### config.mk
export PLATFORM = sky130hd
export DESIGN_NAME = cbs_sideband
export DESIGN_NICKNAME = d
export VERILOG_FILES = /design/src/common/cbs_pkg.sv /design/src/verilog/cbs_sync.sv /design/src/verilog/cbs_snoop.sv /design/src/verilog/cbs_sideband.sv
export VERILOG_INCLUDE_DIRS = /design/src /design/src/common
export SDC_FILE = /design/constraint.sdc
export NUM_CORES = 1
export LEC_CHECK = 0
export CORE_ASPECT_RATIO = 2
export CORE_MARGIN = 2
export CORE_UTILIZATION = 35
export DETAILED_ROUTE_END_ITERATION = 12
export DONT_BUFFER_PORTS = 1
export PLACE_DENSITY = 0.49
export SLEW_MARGIN = 20
export SYNTH_ARGS = -nofsm -noshare
export SYNTH_HDL_FRONTEND = slang
export SYNTH_SLANG_ARGS = --single-unit
### constraint.sdc
create_clock -name clk -period 1 [get_ports clk]
set_input_delay 0.1 -clock clk [delete_from_list [all_inputs] [get_ports clk]]
set_output_delay 0.1 -clock clk [all_outputs]
set_load 0.02 [all_outputs]
### src/common/cbs_regs.svh
`ifndef CBS_REGS_SVH
`define CBS_REGS_SVH

// Synchroniser width and bit positions of the asynchronous sideband inputs
`define CBS_SYNC_W 5
`define CBS_SYNC_IGNORE_NE 0
`define CBS_SYNC_SOFT_INIT 1
`define CBS_SYNC_BUS_INIT 2
`define CBS_SYNC_LINT_LO 3
`define CBS_SYNC_LINT_HI 4

// Synchroniser flops per input
`define CBS_SYNC_STAGES 2

// Bus clocks allowed from reset seen to all bus outputs released
`define CBS_RESET_QUIET_CLKS 2

// Reset values
`define CBS_LIC_ENABLE_RST 1'b1
`define CBS_PIN_IDLE 1'b1

`endif

### src/common/cbs_pkg.sv
package cbs_pkg;

    // Reset, self-test and soft-initialise sequencing
    typedef enum logic [1:0] {
        st_reset = 2'b00,
        st_builtin_self_test = 2'b01,
        st_run = 2'b10,
        st_init = 2'b11
    } cbs_state_t;

    // Snoop result driver
    typedef enum logic [1:0] {
        snp_idle = 2'b00,
        snp_stall = 2'b01,
        snp_gap = 2'b10,
        snp_result = 2'b11
    } cbs_snp_t;

endpackage : cbs_pkg

### src/verilog/cbs_sync.sv
`timescale 1ns/1ns
`include "cbs_regs.svh"

module cbs_sync (
    input wire logic clk,
    input wire logic rst_n,
    input wire logic [`CBS_SYNC_W-1:0] async_n,
    output logic [`CBS_SYNC_W-1:0] sync_n
);

    ////////////////////////////////////////////////////////////////////////////////
    // Two flops per bit; the first stage feeds only the second
    genvar i;
    generate
        for (i = 0; i < `CBS_SYNC_W; i = i + 1) begin : g_bit
            logic meta_reg;
            logic meta_next;
            logic stable_reg;
            logic stable_next;
            always_comb begin
                meta_next = async_n[i];
                stable_next = meta_reg;
            end
            // Reset to the inactive (high) level so nothing fires at release
            always_ff @(posedge clk) begin
                if (!rst_n) begin
                    meta_reg <= `CBS_PIN_IDLE;
                    stable_reg <= `CBS_PIN_IDLE;
                end else begin
                    meta_reg <= meta_next;
                    stable_reg <= stable_next;
                end
            end
            assign sync_n[i] = stable_reg;
        end
    endgenerate

endmodule : cbs_sync

### src/verilog/cbs_snoop.sv
`timescale 1ns/1ns
`include "cbs_regs.svh"

module cbs_snoop
    import cbs_pkg::*;
(
    input wire logic clk,
    input wire logic rst_n,
    input wire logic snoop_req,
    input wire logic snoop_stall,
    input wire logic snoop_hit,
    input wire logic snoop_snoop_hit_modified,
    input wire logic hit_n_in,
    input wire logic snoop_hit_modified_n_in,
    output logic hit_n_out,
    output logic hit_oe,
    output logic snoop_hit_modified_n_out,
    output logic snoop_hit_modified_oe,
    output logic snoop_done,
    output logic peer_stall
);

    cbs_snp_t st_reg;
    cbs_snp_t st_next;
    logic hit_drv_reg;
    logic hit_drv_next;
    logic snoop_hit_modified_drv_reg;
    logic snoop_hit_modified_drv_next;
    logic done_reg;
    logic done_next;
    logic peer_reg;
    logic peer_next;
    logic hit_n_reg;
    logic hit_n_next;
    logic snoop_hit_modified_n_reg;
    logic snoop_hit_modified_n_next;

    ////////////////////////////////////////////////////////////////////////////////
    // Stall is both lines low together; a gap cycle lets the pair be asserted again
    always_comb begin
        st_next = st_reg;
        hit_drv_next = 1'b0;
        snoop_hit_modified_drv_next = 1'b0;
        done_next = 1'b0;
        case (st_reg)
            snp_idle: begin
                if (snoop_req) begin
                    st_next = snoop_stall ? snp_stall : snp_result;
                    hit_drv_next = snoop_stall ? 1'b1 : snoop_hit;
                    snoop_hit_modified_drv_next = snoop_stall ? 1'b1 : snoop_snoop_hit_modified;
                    done_next = !snoop_stall;
                end
            end
            snp_stall: begin
                st_next = snp_gap;
            end
            snp_gap: begin
                st_next = snp_result;
                hit_drv_next = snoop_stall ? 1'b1 : snoop_hit;
                snoop_hit_modified_drv_next = snoop_stall ? 1'b1 : snoop_snoop_hit_modified;
                done_next = !snoop_stall;
                if (snoop_stall) begin
                    st_next = snp_stall;
                end
            end
            snp_result: begin
                st_next = snp_idle;
            end
            default: begin
                st_next = snp_idle;
            end
        endcase
        // Only a pair low while we are not driving hit ourselves counts as the peer stalling
        peer_next = !hit_n_in && !snoop_hit_modified_n_in && !hit_drv_reg;
        // Pin levels get their own flops so the outputs carry no gate after a register
        hit_n_next = !hit_drv_next;
        snoop_hit_modified_n_next = !snoop_hit_modified_drv_next;
    end

    always_ff @(posedge clk) begin
        if (!rst_n) begin
            st_reg <= snp_idle;
            hit_drv_reg <= 1'b0;
            snoop_hit_modified_drv_reg <= 1'b0;
            done_reg <= 1'b0;
            peer_reg <= 1'b0;
            hit_n_reg <= `CBS_PIN_IDLE;
            snoop_hit_modified_n_reg <= `CBS_PIN_IDLE;
        end else begin
            st_reg <= st_next;
            hit_drv_reg <= hit_drv_next;
            snoop_hit_modified_drv_reg <= snoop_hit_modified_drv_next;
            done_reg <= done_next;
            peer_reg <= peer_next;
            hit_n_reg <= hit_n_next;
            snoop_hit_modified_n_reg <= snoop_hit_modified_n_next;
        end
    end

    // Open-drain: drive low only while enabled
    assign hit_n_out = hit_n_reg;
    assign hit_oe = hit_drv_reg;
    assign snoop_hit_modified_n_out = snoop_hit_modified_n_reg;
    assign snoop_hit_modified_oe = snoop_hit_modified_drv_reg;
    assign snoop_done = done_reg;
    assign peer_stall = peer_reg;

    a_stall_pair: assert property (@(posedge clk) disable iff (!rst_n)
        (st_reg == snp_stall) |-> (hit_oe && snoop_hit_modified_oe))
        else $error("snoop stall without both lines driven");

endmodule : cbs_snoop

### src/verilog/cbs_sideband.sv
`timescale 1ns/1ns
`include "cbs_regs.svh"


module cbs_sideband
    import cbs_pkg::*;
(
    input wire logic clk,
    input wire logic rst_n,
    input wire logic ignore_numeric_error_in_n,
    input wire logic soft_init_n,
    input wire logic bus_initialize_n,
    input wire logic [1:0] local_interrupt_pins_n,
    input wire logic hit_n_in,
    output logic hit_n_out,
    output logic hit_oe,
    input wire logic snoop_hit_modified_n_in,
    output logic snoop_hit_modified_n_out,
    output logic snoop_hit_modified_oe,
    output logic bus_lock_n_out,
    output logic bus_lock_oe,
    output logic internal_error_out_n,
    input wire logic internal_error_det,
    output logic shutdown_req,
    input wire logic fp_error_det,
    input wire logic fp_noncontrol_issue,
    input wire logic numeric_error_enable,
    output logic fp_exception,
    output logic fp_continue,
    output logic int_reg_reset,
    output logic reset_vector_start,
    output logic builtin_self_test_start,
    input wire logic builtin_self_test_done,
    input wire logic snoop_req,
    input wire logic snoop_stall,
    input wire logic snoop_hit,
    input wire logic snoop_snoop_hit_modified,
    output logic snoop_done,
    output logic peer_stall,
    input wire logic lock_seq_begin,
    input wire logic lock_seq_end,
    input wire logic lic_cfg_wr,
    input wire logic lic_cfg_enable,
    output logic [1:0] lic_lint,
    output logic maskable_irq_request,
    output logic nmi_request
);

    localparam int QUIET_CLKS = `CBS_RESET_QUIET_CLKS;

    logic [`CBS_SYNC_W-1:0] sync_n;
    logic s_ignore;
    logic s_init;
    logic s_bus_initialize;
    logic [1:0] s_lint;

    cbs_state_t state_reg;
    cbs_state_t state_next;
    logic internal_error_out_n_reg;
    logic internal_error_out_n_next;
    logic shut_reg;
    logic shut_next;
    logic intrst_reg;
    logic intrst_next;
    logic rvec_reg;
    logic rvec_next;
    logic builtin_self_test_reg;
    logic builtin_self_test_next;
    logic pend_reg;
    logic pend_next;
    logic fpx_reg;
    logic fpx_next;
    logic fpc_reg;
    logic fpc_next;
    logic lock_reg;
    logic lock_next;
    logic lock_n_reg;
    logic lic_en_reg;
    logic lic_en_next;
    logic irq_reg;
    logic irq_next;
    logic nmi_reg;
    logic nmi_next;
    logic [1:0] lint_reg;
    logic [1:0] lint_next;

    ////////////////////////////////////////////////////////////////////////////////
    // Asynchronous sideband inputs pass a two-flop synchroniser before use, except the reset strap, which reads soft_init_n raw
    cbs_sync u_sync (
        .clk(clk),
        .rst_n(rst_n),
        .async_n({local_interrupt_pins_n, bus_initialize_n, soft_init_n,
                  ignore_numeric_error_in_n}),
        .sync_n(sync_n)
    );

    // Active-low pins turned into active-high levels
    assign s_ignore = !sync_n[`CBS_SYNC_IGNORE_NE];
    assign s_init = !sync_n[`CBS_SYNC_SOFT_INIT];
    assign s_bus_initialize = !sync_n[`CBS_SYNC_BUS_INIT];
    assign s_lint = ~sync_n[`CBS_SYNC_LINT_HI:`CBS_SYNC_LINT_LO];

    ////////////////////////////////////////////////////////////////////////////////
    // Snoop responder runs regardless of the sequencer state, so init never blocks it
    cbs_snoop u_snoop (
        .clk(clk),
        .rst_n(rst_n),
        .snoop_req(snoop_req),
        .snoop_stall(snoop_stall),
        .snoop_hit(snoop_hit),
        .snoop_snoop_hit_modified(snoop_snoop_hit_modified),
        .hit_n_in(hit_n_in),
        .snoop_hit_modified_n_in(snoop_hit_modified_n_in),
        .hit_n_out(hit_n_out),
        .hit_oe(hit_oe),
        .snoop_hit_modified_n_out(snoop_hit_modified_n_out),
        .snoop_hit_modified_oe(snoop_hit_modified_oe),
        .snoop_done(snoop_done),
        .peer_stall(peer_stall)
    );

    ////////////////////////////////////////////////////////////////////////////////
    // Sequencer: strap at reset release, self-test, soft init
    // The strap reads the raw pin in the first cycle after release, since the
    // synchroniser still holds its reset value then
    always_comb begin
        state_next = state_reg;
        intrst_next = 1'b0;
        rvec_next = 1'b0;
        builtin_self_test_next = 1'b0;
        case (state_reg)
            st_reset: begin
                if (!soft_init_n) begin
                    state_next = st_builtin_self_test;
                    builtin_self_test_next = 1'b1;
                end else begin
                    state_next = st_run;
                    rvec_next = 1'b1;
                end
            end
            st_builtin_self_test: begin
                if (builtin_self_test_done) begin
                    state_next = st_run;
                    rvec_next = 1'b1;
                end
            end
            st_run: begin
                if (s_init) begin
                    state_next = st_init;
                    intrst_next = 1'b1;
                end
            end
            st_init: begin
                if (!s_init) begin
                    state_next = st_run;
                    rvec_next = 1'b1;
                end
            end
            default: begin
                state_next = st_reset;
            end
        endcase
    end

    always_ff @(posedge clk) begin
        if (!rst_n) begin
            state_reg <= st_reset;
            intrst_reg <= 1'b0;
            rvec_reg <= 1'b0;
            builtin_self_test_reg <= 1'b0;
        end else begin
            state_reg <= state_next;
            intrst_reg <= intrst_next;
            rvec_reg <= rvec_next;
            builtin_self_test_reg <= builtin_self_test_next;
        end
    end

    ////////////////////////////////////////////////////////////////////////////////
    // Internal error latch and shutdown request; a new error beats a same-cycle clear
    always_comb begin
        internal_error_out_n_next = internal_error_out_n_reg;
        if (s_init || s_bus_initialize) begin
            internal_error_out_n_next = 1'b1;
        end
        if (internal_error_det) begin
            internal_error_out_n_next = 1'b0;
        end
        shut_next = internal_error_det && internal_error_out_n_reg;
    end

    always_ff @(posedge clk) begin
        if (!rst_n) begin
            internal_error_out_n_reg <= `CBS_PIN_IDLE;
            shut_reg <= 1'b0;
        end else begin
            internal_error_out_n_reg <= internal_error_out_n_next;
            shut_reg <= shut_next;
        end
    end

    ////////////////////////////////////////////////////////////////////////////////
    // Numeric error handling; in native mode the ignore pin is dead
    always_comb begin
        pend_next = pend_reg;
        fpx_next = 1'b0;
        fpc_next = 1'b0;
        if (fp_noncontrol_issue && pend_reg) begin
            if (!numeric_error_enable && s_ignore) begin
                fpc_next = 1'b1;
            end else begin
                fpx_next = 1'b1;
                pend_next = 1'b0;
            end
        end
        if (fp_error_det) begin
            pend_next = 1'b1;
        end
        // Soft init clears integer state only; the pending fp error survives
    end

    always_ff @(posedge clk) begin
        if (!rst_n) begin
            pend_reg <= 1'b0;
            fpx_reg <= 1'b0;
            fpc_reg <= 1'b0;
        end else begin
            pend_reg <= pend_next;
            fpx_reg <= fpx_next;
            fpc_reg <= fpc_next;
        end
    end

    ////////////////////////////////////////////////////////////////////////////////
    // Bus lock and local interrupt pin routing
    always_comb begin
        lock_next = lock_reg;
        if (lock_seq_end) begin
            lock_next = 1'b0;
        end
        if (lock_seq_begin) begin
            lock_next = 1'b1;
        end
        lic_en_next = lic_cfg_wr ? lic_cfg_enable : lic_en_reg;
        irq_next = !lic_en_reg && s_lint[0];
        nmi_next = !lic_en_reg && s_lint[1];
        lint_next = lic_en_reg ? s_lint : 2'h0;
    end

    always_ff @(posedge clk) begin
        if (!rst_n) begin
            lock_reg <= 1'b0;
            lock_n_reg <= `CBS_PIN_IDLE;
            lic_en_reg <= `CBS_LIC_ENABLE_RST;
            irq_reg <= 1'b0;
            nmi_reg <= 1'b0;
            lint_reg <= 2'h0;
        end else begin
            lock_reg <= lock_next;
            lock_n_reg <= !lock_next;
            lic_en_reg <= lic_en_next;
            irq_reg <= irq_next;
            nmi_reg <= nmi_next;
            lint_reg <= lint_next;
        end
    end

    assign internal_error_out_n = internal_error_out_n_reg;
    assign shutdown_req = shut_reg;
    assign fp_exception = fpx_reg;
    assign fp_continue = fpc_reg;
    assign int_reg_reset = intrst_reg;
    assign reset_vector_start = rvec_reg;
    assign builtin_self_test_start = builtin_self_test_reg;
    assign bus_lock_n_out = lock_n_reg;
    assign bus_lock_oe = lock_reg;
    assign maskable_irq_request = irq_reg;
    assign nmi_request = nmi_reg;
    assign lic_lint = lint_reg;

    ////////////////////////////////////////////////////////////////////////////////
    // Checks
    a_internal_error_out_sets: assert property (@(posedge clk) disable iff (!rst_n)
        internal_error_det |=> !internal_error_out_n)
        else $error("internal error not flagged");

    a_internal_error_out_holds: assert property (@(posedge clk) disable iff (!rst_n)
        (!internal_error_out_n && !s_init && !s_bus_initialize) |=> !internal_error_out_n)
        else $error("internal error dropped without a clear");

    a_shutdown_pair: assert property (@(posedge clk) disable iff (!rst_n)
        (internal_error_det && internal_error_out_n) |=> shutdown_req && !internal_error_out_n)
        else $error("no shutdown with new internal error");

    a_fp_ignore: assert property (@(posedge clk) disable iff (!rst_n)
        (fp_noncontrol_issue && pend_reg && s_ignore && !numeric_error_enable)
        |=> fp_continue && !fp_exception)
        else $error("ignored numeric error still faulted");

    a_ne_native: assert property (@(posedge clk) disable iff (!rst_n)
        (fp_noncontrol_issue && pend_reg && numeric_error_enable) |=> fp_exception)
        else $error("native mode did not fault");

    a_init_seq: assert property (@(posedge clk) disable iff (!rst_n)
        (state_reg == st_run && s_init) |=> int_reg_reset ##1 (state_reg == st_init))
        else $error("soft init did not reset integer state");

    a_builtin_self_test_strap: assert property (@(posedge clk) disable iff (!rst_n)
        (state_reg == st_reset && !soft_init_n) |=> builtin_self_test_start)
        else $error("self-test not started on strap");

    a_snoop_init: assert property (@(posedge clk) disable iff (!rst_n)
        (state_reg == st_init && snoop_req && !snoop_stall && u_snoop.st_reg == snp_idle)
        |=> snoop_done)
        else $error("snoop not serviced during soft init");

    a_lint_route: assert property (@(posedge clk) disable iff (!rst_n)
        (!lic_en_reg && s_lint[1]) |=> nmi_request)
        else $error("pin 1 not routed as nmi");

    a_lic_reset: assert property (@(posedge clk)
        !rst_n |=> lic_en_reg)
        else $error("interrupt controller not enabled by reset");

    a_lock_hold: assert property (@(posedge clk) disable iff (!rst_n)
        (bus_lock_oe && !lock_seq_end) |=> bus_lock_oe && !bus_lock_n_out)
        else $error("bus lock released early");

    a_reset_quiet: assert property (@(posedge clk)
        !rst_n |-> ##[1:QUIET_CLKS] (!bus_lock_oe && !hit_oe && !snoop_hit_modified_oe
        && internal_error_out_n))
        else $error("bus outputs still driven after reset");

endmodule : cbs_sideband

==> flow_metrics.env, run 1 <==
export IMPL_synth_top_area_share_pct=68.0
export IMPL_synth_largest_area_cell="dfxtp_1"
export IMPL_initial_core_util_pct=37.2
export IMPL_ios=41
export IMPL_p_per_area_mw_per_mm2=2010
export IMPL_worstSetupPathType="reg -> reg"
export IMPL_grt_pass1_vias=666
export IMPL_yosys_warnings=0
export IMPL_drive_above_1_share_pct=11.5
export IMPL_p_leak_nw=0.529
export IMPL_setup_viol=0
export IMPL_r2r_end="u_snoop.snoop_done$_SDFF_PN0_"
export IMPL_r2r_setup_slack_ps=70
export IMPL_cts_tree="yes"
export IMPL_post_synth_cell_area_avg_um2=11.5
export IMPL_overflow=0
export IMPL_routed_via_density=4.78
export IMPL_cp_end_kind="flip-flop"
export IMPL_min_path_cells=1
export IMPL_worstPathArrival_ps=1090
export IMPL_rsz0062_at_grt="false"
export IMPL_num_vias=679
export IMPL_fin_crit_sh_pct=92.5
export IMPL_synth_edff_count=0
export IMPL_fp_dieH_um=80.8
export IMPL_final_common_cell="dfxtp_1"
export IMPL_hold_class="in -> reg"
export IMPL_cp_required_ps=1170
export IMPL_syn2layout_area_growth_pct=26.6
export IMPL_fmax_mhz=1080
export IMPL_yosysUniqueCellTypes=19
export IMPL_worst_slack_ps=74.8
export IMPL_fin_setup_tns_ps=0
export IMPL_drt_first_pass_iters=2
export IMPL_vdd_drop_max_mv=1.23
export IMPL_drv_cap=0
export IMPL_netlist_area_mm2=0.00103
export IMPL_clk_pin_slew_ps=60
export IMPL_violations="negative hold slack"
export IMPL_clock_skew_ps=1.71
export IMPL_synth_cells=90
export IMPL_synth_area_leaders="dfxtp_1 (68%), nor2b_1 (4.2%), nand2b_1 (3.6%)"
export IMPL_fin_crit_ps=925
export IMPL_cts_buffers=5
export IMPL_place_congestion=0.665
export IMPL_final_nets=134
export IMPL_ys_seq_area_share_pct=68.0
export IMPL_finalMaxSlewViolations=0
export IMPL_worstRegToRegCells=4
export IMPL_drt_total_wl_um=1600
export IMPL_reg2reg_from="u_snoop.st_reg[1]$_SDFFE_PN0P_"
export IMPL_dpl_cell_area_mm2=0.00107
export IMPL_final_antenna_net_count=0
export IMPL_synth_seq_cells=35
export IMPL_grt_pass1_wl_um=2660
export IMPL_final_hold_viol_count=23
export IMPL_status="finished, violations left"
export IMPL_placed_cells=119
export IMPL_design_area_mm2=0.00131
export IMPL_ys_flop_type="dfxtp_1"
export IMPL_ctsLongestPathBuffers=2
export IMPL_synth_mux_area_share_pct=1.94
export IMPL_post_place_ws_ps=0.908
export IMPL_drt_iter0_markers=3
export IMPL_clk_latency_ps=270
export IMPL_cts_htree_levels=2
export IMPL_synth_xor_area_share_pct=0
export IMPL_ys_async_sr_fraction_pct=0
export IMPL_yosys_area_share_simple_pct=22.5
export IMPL_clock_root_buffer="clkbuf_8"
export IMPL_synth_compound_area_share_pct=6.31
export IMPL_synth_fa_ha_area_share_pct=0
export IMPL_min_from="rst_n"
export IMPL_dieArea_mm2=0.00342
export IMPL_tightest_slew_ps=240
export IMPL_synth_top_family_by_area="simple AND/OR/NAND/NOR gates"
export IMPL_grt_usage_pct=10.8
export IMPL_syn_nets=112
export IMPL_drc=0
export IMPL_routedWlPerCell_um=11.3
export IMPL_crit_fanout=6
export IMPL_hold_ws_ps=-117
export IMPL_critPathLaunchType="flip-flop"
export IMPL_portBuffers=0
export IMPL_holdPathEnd="lic_en_reg$_SDFFE_PN1P_"
export IMPL_relSlewSlack_pct=83.7
export IMPL_finalNonFillerCells=142
export IMPL_hpwlAfterDp_um=1060
export IMPL_antenna_found_initial=0
export IMPL_grt_max_degree=27
export IMPL_postCtsHoldBufs=13
export IMPL_antenna_diode_count=0
export IMPL_die_w_um=42.4
export IMPL_core_mm2=0.00277
export IMPL_placementRows=27
export IMPL_layout_common_cells="dfxtp_1 (34), dlygate4sd3_1 (13), nor2_1 (8)"
export IMPL_cts_sinks=35
[repair_timing]
item                                    CTS  global route
hold endpoints to repair                 32            22
endpoints found under the setup margin    0             7
gates resized for setup                   0             5
buffers inserted                          0             2
[critical path: stages (launching register included)]
cell	delay, ps
dfxtp_1	320
nor2_1	160
nor3b_2	60
buf_4	150
nor2b_1	130
[worst max path at each step]
| stage | endpoint | cells past startpoint | start | slack (ps) |
|---|---|---|---|---|
| global placement | u_snoop.snoop_hit_modified_n_out$_SDFF_PN1_ | 3 | u_snoop.st_reg[1]$_SDFFE_PN0P_ | 30 |
| finish | u_snoop.snoop_done$_SDFF_PN0_ | 4 | u_snoop.st_reg[1]$_SDFFE_PN0P_ | 70 |
| detailed placement | u_snoop.snoop_hit_modified_n_out$_SDFF_PN1_ | 3 | u_snoop.st_reg[1]$_SDFFE_PN0P_ | 0.9 |
| floorplan | state_reg[1]$_SDFFE_PN0P_ | 3 | state_reg[0]$_SDFFE_PN0P_ | 120 |
| global route | state_reg[0]$_SDFFE_PN0P_ | 3 | state_reg[0]$_SDFFE_PN0P_ | 8 |
| CTS | u_snoop.snoop_hit_modified_n_out$_SDFF_PN1_ | 3 | u_snoop.st_reg[1]$_SDFFE_PN0P_ | 4 |
[per-stage QoR]
| step | hold WS (ps) | total power [W] | utilization, % |
|---|---|---|---|
| 6_report | -117 | 0.00262 | 47.1 |
| 5_1_grt | -128 | 0.00276 | 47.1 |
| 4_1_cts | -127 | 0.00267 | 46.3 |
| 3_5_place_dp | 168 | 0.00168 | 38.7 |
| 3_3_place_gp | 168 | 0.00167 | 38.7 |
| 2_1_floorplan | 172 | 0.00166 | - |
[cell type report]
type,instances,area [µm²]
fillers,264,1470
flip-flops and latches,35,704
multi-input cells,52,319
repair buffers,17,160
clock buffers,7,76.3
well taps,29,36.3
clock inverters,1,5.00
inverters,1,3.75
[where the power goes]
group / internal [W] / switching [W] / leakage, nW
sequential: 0.00147 / 0.0000747 / 0.290
combinational: 0.000102 / 0.0000538 / 0.197
clock: 0.000487 / 0.000436 / 0.0422
[logic make-up after synthesis]
family	after synthesis
muxes	2
AOI/OAI and AO/OA	11
DFF	35
buffers and inverters	3
and+or+nand+nor	39
[layer usage]
layer / track usage, % / wire length [µm] / vias up
met5: 0 / 0 / -
met4: 9.38 / 63 / 0
met3: 5.33 / 138 / 6
met2: 18.5 / 847 / 32
met1: 8.79 / 554 / 303
li1: - / - / 338
[cells in the mapped netlist (2+ instances only)]
library cell and instances:
o21a_1 4, buf_2 2, nand2b_1 6, mux2i_1 2
o21ai_0 6, nor2b_1 7, or2b_1 5, nand3_1 2
nor3_1 2, nor2_1 8, nand2_1 3, nor4b_1 2
dfxtp_1 35
No activity file was read; power rests on OpenSTA's default activity.
==> run 2: changes to the inputs <==
--- a/config.mk
+++ b/config.mk
@@ -17,2 +17,3 @@
 export SYNTH_HDL_FRONTEND = slang
+export SYNTH_HIERARCHICAL = 1
 export SYNTH_SLANG_ARGS = --single-unit
--- a/constraint.sdc
+++ b/constraint.sdc
@@ -3,2 +3,2 @@
 set_output_delay 0.1 -clock clk [all_outputs]
-set_load 0.02 [all_outputs]
+set_load 0.05 [all_outputs]
==> run 2 against run 1 <==
The run still ends with negative hold slack left. Area after synthesis is 4.6% higher. Synthesized cell count rose by 5.6%. Critical path depth down 3. Via count is 6.5% higher. Worst setup slack gained 3.5 ps. Sequential share of layout area shrank 4.6 points. Critical path type is now reg -> out. Flip-flop and latch count is the same. Clock power down 4.2%. Clock skew grew 2.3 ps. Critical endpoint is now internal_error_out_n.
==> flow_metrics.env, run 2 <==
export IMPL_ios=41
export IMPL_synth_top_cells_by_count="dfxtp_1 (35), nand2b_1 (11), nor2_1 (8)"
export IMPL_yosysMostFrequentCell="dfxtp_1"
export IMPL_fin_setup_tns_ps=0
export IMPL_worstSetupPathType="reg -> out"
export IMPL_hold_ws_ps=-109
export IMPL_placementRows=28
export IMPL_wl_met2_um=983
export IMPL_hpwlAfterDp_um=1220
export IMPL_cts_sinks=35
export IMPL_synth_largest_area_cell="dfxtp_1"
export IMPL_routedWlPerCell_um=11.2
export IMPL_fin_crit_ps=922
export IMPL_cp_end_kind="primary output"
export IMPL_grt_max_degree=27
export IMPL_tightest_slew_ps=258
export IMPL_fin_util_pct=48.3
export IMPL_routed_top_layer="met4"
export IMPL_cp_top_family="flip-flops"
export IMPL_crit_start="internal_error_out_n$_SDFFE_PN1P_"
export IMPL_overflow=0
export IMPL_antenna_diode_count=0
export IMPL_final_hold_viol_count=22
export IMPL_clock_root_buffer="clkbuf_8"
export IMPL_critPathLaunchType="flip-flop"
export IMPL_grt_usage_pct=12.2
export IMPL_synth_cells=95
export IMPL_ys_seq_area_share_pct=65.0
export IMPL_power_w=0.00272
export IMPL_crit_slowest_cell="dfxtp_1"
export IMPL_core_mm2=0.00294
export IMPL_violations="negative hold slack"
export IMPL_finalMaxSlewViolations=0
export IMPL_p_leak_nw=0.601
export IMPL_p_per_area_mw_per_mm2=1920
export IMPL_cts_buffers=5
export IMPL_postCtsHoldBufs=13
export IMPL_dpl_cell_area_mm2=0.00122
export IMPL_rsz0062_at_grt="false"
export IMPL_relSlewSlack_pct=82.8
export IMPL_cp_slowest_stage_delay_ps=340
export IMPL_routed_via_density=4.61
export IMPL_drc=0
export IMPL_final_common_cell="dfxtp_1"
export IMPL_syn2layout_area_growth_pct=31.7
export IMPL_fillers=300
export IMPL_die_w_um=43.3
export IMPL_met1Wirelength_um=598
export IMPL_ys_flop_type="dfxtp_1"
export IMPL_initial_core_util_pct=36.6
export IMPL_vdd_drop_max_mv=1.27
export IMPL_ctsLongestPathBuffers=2
export IMPL_grt_pass1_vias=748
export IMPL_antenna_found_initial=0
export IMPL_cts_htree_levels=2
export IMPL_clk_latency_ps=270
export IMPL_synth_edff_count=0
export IMPL_netlist_area_mm2=0.00108
export IMPL_synth_seq_cells=35
export IMPL_drt_first_pass_iters=2
export IMPL_synth_area_leaders="dfxtp_1 (65%), nand2b_1 (6.4%), nor2b_1 (4.1%)"
export IMPL_cp_required_ps=900
export IMPL_yosys_warnings=6
export IMPL_drive_above_1_share_pct=22.0
export IMPL_clk_pin_slew_ps=60
export IMPL_dieArea_mm2=0.00357
export IMPL_hold_class="in -> reg"
export IMPL_grt_pass1_wl_um=3040
export IMPL_ys_async_sr_fraction_pct=0
export IMPL_fin_crit_sh_pct=92.2
export IMPL_fp_dieH_um=82.5
export IMPL_drt_total_wl_um=1760
export IMPL_cts_tree="yes"
export IMPL_reg2reg_from="u_snoop/st_reg[1]$_SDFFE_PN0P_"
export IMPL_fmax_mhz=1090
export IMPL_yosysUniqueCellTypes=21
export IMPL_drv_cap=0
export IMPL_min_from="rst_n"
export IMPL_portBuffers=0
export IMPL_layout_common_cells="dfxtp_1 (34), buf_4 (19), dlygate4sd3_1 (13)"
export IMPL_critPathBufInv=1
export IMPL_path_cells="buf_4"
export IMPL_post_synth_cell_area_avg_um2=11.4
export IMPL_clock_skew_ps=4.04
export IMPL_setup_viol=0
export IMPL_wl_met3_um=129
export IMPL_synth_top_area_share_pct=65.0
export IMPL_worstPathArrival_ps=820
export IMPL_design_area_mm2=0.00142
export IMPL_final_nets=150
export IMPL_crit_fanout=3
export IMPL_num_vias=723
export IMPL_place_congestion=0.643
export IMPL_drt_iter0_markers=13
export IMPL_final_antenna_net_count=0
export IMPL_status="finished, violations left"
export IMPL_syn_nets=117
==> run 2: cell count changes after synthesis, sizes merged <==
cell    change
nand2b      +5
a211oi      +1
clkbuf      +1
buf         +3
nand3       -1
and2        -1
a21oi       +1
and2b       +1
or2b        -5
==> run 2: path summary, 6_finish.rpt <==
check	endpoint	slack, ps	depth (start not counted)
worst max register to register	u_snoop/snoop_done$_SDFF_PN0_	110	3
worst min register to register	u_sync/g_bit[2].stable_reg$_SDFF_PN1_	400	1
worst min-delay path	lic_en_reg$_SDFFE_PN1P_	-110	1
worst max-delay path	internal_error_out_n	80	1
==> run 2: where the power goes <==
group	total, W	internal (W)	switching [W]
combinational	0.000329	0.000139	0.000190
clock	0.000884	0.000463	0.000422
sequential	0.00151	0.00147	0.0000371
==> run 2: what timing repair did <==
item                                    CTS  global route
endpoints found under the setup margin    0             1
gates resized for setup                   0             1
setup buffers                             0             0
endpoints found under the hold margin    34            22
==> run 2: area by class of cell <==
cell class | count | area [µm²] | share of cell area, %
Timing Repair Buffer | 32 | 273 | 19.2
Inverter | 1 | 3.75 | 0.264
Sequential cell | 35 | 702 | 49.4
Clock buffer | 6 | 72.6 | 5.11
Tap cell | 30 | 37.5 | 2.64
Multi-Input combinational cell | 53 | 332 | 23.3
==> run 2: per-stage QoR <==
stage,cells,worst slack (ps)
final,157,78.4
after global routing,157,9.28
after CTS,157,48.9
after detailed placement,138,77.5
after global placement,138,123
after floorplan,95,6.79
==> run 2: cell families (layout without fill, tap and decap cells) <==
| group | after synthesis | after routing | synth area share, % |
|---|---|---|---|
| DFF | 35 | 35 | 65.0 |
| AOI/OAI and AO/OA | 13 | 13 | 7.66 |
| muxes | 2 | 2 | 1.86 |
| buffers and inverters | 7 | 39 | 4.29 |
| and+or+nand+nor | 38 | 38 | 21.2 |
==> run 2: routing by layer <==
layer  up-vias  GRT usage (%)
met5         -              0
met1       326           11.0
met2        24           20.0
li1        369              -
met3         4           5.00
met4         0           10.9
==> run 3: changes to the inputs <==
- CORE_ASPECT_RATIO: 2 -> not set
==> run 3 against run 2 <==
The run still ends with negative hold slack left. Power decreased by 1.1%. Global-route usage down 0.60 points. Flip-flop and latch count unchanged. Clock power fell by 4.6%. First-iteration DRC count is 77% higher. Die area fell by 0.75%. Design area is 1.9% higher. Register-to-register slack got worse by 20 ps. Critical path depth did not move. Sequential share of layout area shrank 0.64 points. Clock skew is 3.0 ps higher. Final cell count is 3.2% higher. Largest power group unchanged.
==> flow_metrics.env, run 3 (same netlist as run 2, synthesis figures left out) <==
export IMPL_status="finished, violations left"
export IMPL_violations="negative hold slack"
export IMPL_routedWlPerCell_um=11.0
export IMPL_ctsLongestPathBuffers=2
export IMPL_drive_above_1_share_pct=25.6
export IMPL_switchingPower_w=0.000661
export IMPL_clock_skew_ps=7.03
export IMPL_critPathBufInv=1
export IMPL_final_nets=150
export IMPL_die_w_um=59.5
export IMPL_tightest_slew_ps=238
export IMPL_routed_via_density=4.45
export IMPL_drt_iter0_markers=23
export IMPL_worstPathArrival_ps=840
export IMPL_num_vias=721
export IMPL_setup_viol=0
export IMPL_core_mm2=0.00300
export IMPL_cp_required_ps=900
export IMPL_drt_first_pass_iters=2
export IMPL_cts_tree="yes"
export IMPL_fp_dieH_um=59.5
export IMPL_p_int_w=0.00203
export IMPL_clockPowerShare_pct=31.3
export IMPL_layout_common_cells="dfxtp_1 (31), dlygate4sd3_1 (13), buf_4 (13)"
export IMPL_critPathLaunchType="flip-flop"
export IMPL_ios=41
export IMPL_drc=0
export IMPL_overflow=0
export IMPL_post_cts_buffers=0
export IMPL_grt_max_degree=27
export IMPL_hold_ws_ps=-167
export IMPL_grt_usage_pct=11.5
export IMPL_fin_crit_sh_pct=94.3
export IMPL_worstSetupPathType="reg -> out"
export IMPL_drv_cap=0
export IMPL_cp_top_family="flip-flops"
export IMPL_place_congestion=0.662
export IMPL_finalMaxSlewViolations=0
export IMPL_cts_sinks=35
export IMPL_hpwlAfterDp_um=1160
export IMPL_cp_end_kind="primary output"
export IMPL_placementRows=20
export IMPL_cts_htree_levels=2
export IMPL_fin_util_pct=48.2
export IMPL_clk_latency_ps=330
export IMPL_clk_pin_slew_ps=100
export IMPL_antenna_found_initial=0
export IMPL_final_common_cell="dfxtp_1"
export IMPL_final_hold_viol_count=26
export IMPL_rsz0062_at_grt="false"
export IMPL_p_per_area_mw_per_mm2=1860
export IMPL_p_seq_share_pct=56.1
export IMPL_path_cells="buf_4"
export IMPL_cts_buffers=5
export IMPL_vdd_drop_max_mv=0.896
export IMPL_clock_root_buffer="clkbuf_4"
export IMPL_fin_crit_ps=943
export IMPL_crit_slowest_cell="dfxtp_1"
export IMPL_drt_total_wl_um=1790
export IMPL_combPwrFrac_pct=12.6
export IMPL_final_antenna_net_count=0
export IMPL_hold_class="in -> reg"
export IMPL_grt_pass1_vias=670
export IMPL_syn2layout_area_growth_pct=34.1
export IMPL_postCtsHoldBufs=13
export IMPL_grt_pass1_wl_um=2840
export IMPL_antenna_diode_count=0
export IMPL_p_leak_nw=0.608
export IMPL_relSlewSlack_pct=83.9
export IMPL_fin_setup_tns_ps=0
export IMPL_netSwitchingFraction_pct=24.6
export IMPL_initial_core_util_pct=35.9
export IMPL_fmax_mhz=1060
export IMPL_dieArea_mm2=0.00354
export IMPL_portBuffers=0
export IMPL_crit_fanout=1
export IMPL_cp_slowest_stage_delay_ps=330
==> run 3: cell types whose count changed in the layout (fill, tap and decap cells not counted) <==
cell / delta
buf_6: +6
buf_4: -6
dfxtp_2: +3
clkbuf_8: -3
clkbuf_4: +5
dfxtp_1: -3
==> run 3: final cells by class <==
type	count	area (µm²)
Inverter	1	3.75
Tap cell	33	41.3
Multi-Input combinational cell	53	332
Clock buffer	8	68.8
Fill cell	303	1560
Timing Repair Buffer	32	295
Sequential cell	35	706
==> run 3: layer usage <==
metal / vias to the layer above / share of wire, % / track usage [%]
met4: 0 / 2.6 / 7.62
met3: 8 / 10 / 6.99
met5: - / 0 / 0
li1: 374 / - / -
met1: 309 / 40 / 11.7
met2: 30 / 47 / 17.7
==> run 3: repair_timing <==
item | CTS | global route
gates resized for setup | 1 | 9
setup endpoints to repair | 1 | 8
hold endpoints to repair | 35 | 27
==> run 3: through the flow <==
stage	setup slack, ps	std cells	cell area, µm²	hold WS [ps]	total power [W]
after floorplan	6.79	95	1080	172	0.00176
after global placement	148	141	1220	166	0.00182
after CTS	4.38	162	1420	-184	0.00272
final	56.5	162	1450	-167	0.00269
after global routing	0.660	162	1450	-192	0.00283
after detailed placement	57.6	141	1220	177	0.00183
==> run 3: power by group through the flow <==
stage / sequential [W] / clock (W) / combinational (W)
2_1_floorplan: 0.00166 / 0 / 0.000103
4_1_cts: 0.00151 / 0.000883 / 0.000334
5_1_grt: 0.00152 / 0.000952 / 0.000359
6_report: 0.00151 / 0.000843 / 0.000338
3_5_place_dp: 0.00154 / 0 / 0.000287
3_3_place_gp: 0.00153 / 0 / 0.000282
==> run 3: final timing paths <==
kind	startpoint	endpoint	slack [ps]	cells past startpoint
hold reg to reg	u_sync/g_bit[4].meta_reg$_SDFF_PN1_	u_sync/g_bit[4].stable_reg$_SDFF_PN1_	420	1
setup / recovery	bus_lock_n_out$_SDFF_PN1_	bus_lock_n_out	60	1
hold / removal	rst_n	lic_en_reg$_SDFFE_PN1P_	-170	1
setup reg to reg	u_snoop/st_reg[1]$_SDFFE_PN0P_	u_snoop/hit_oe$_SDFF_PN0_	90	3
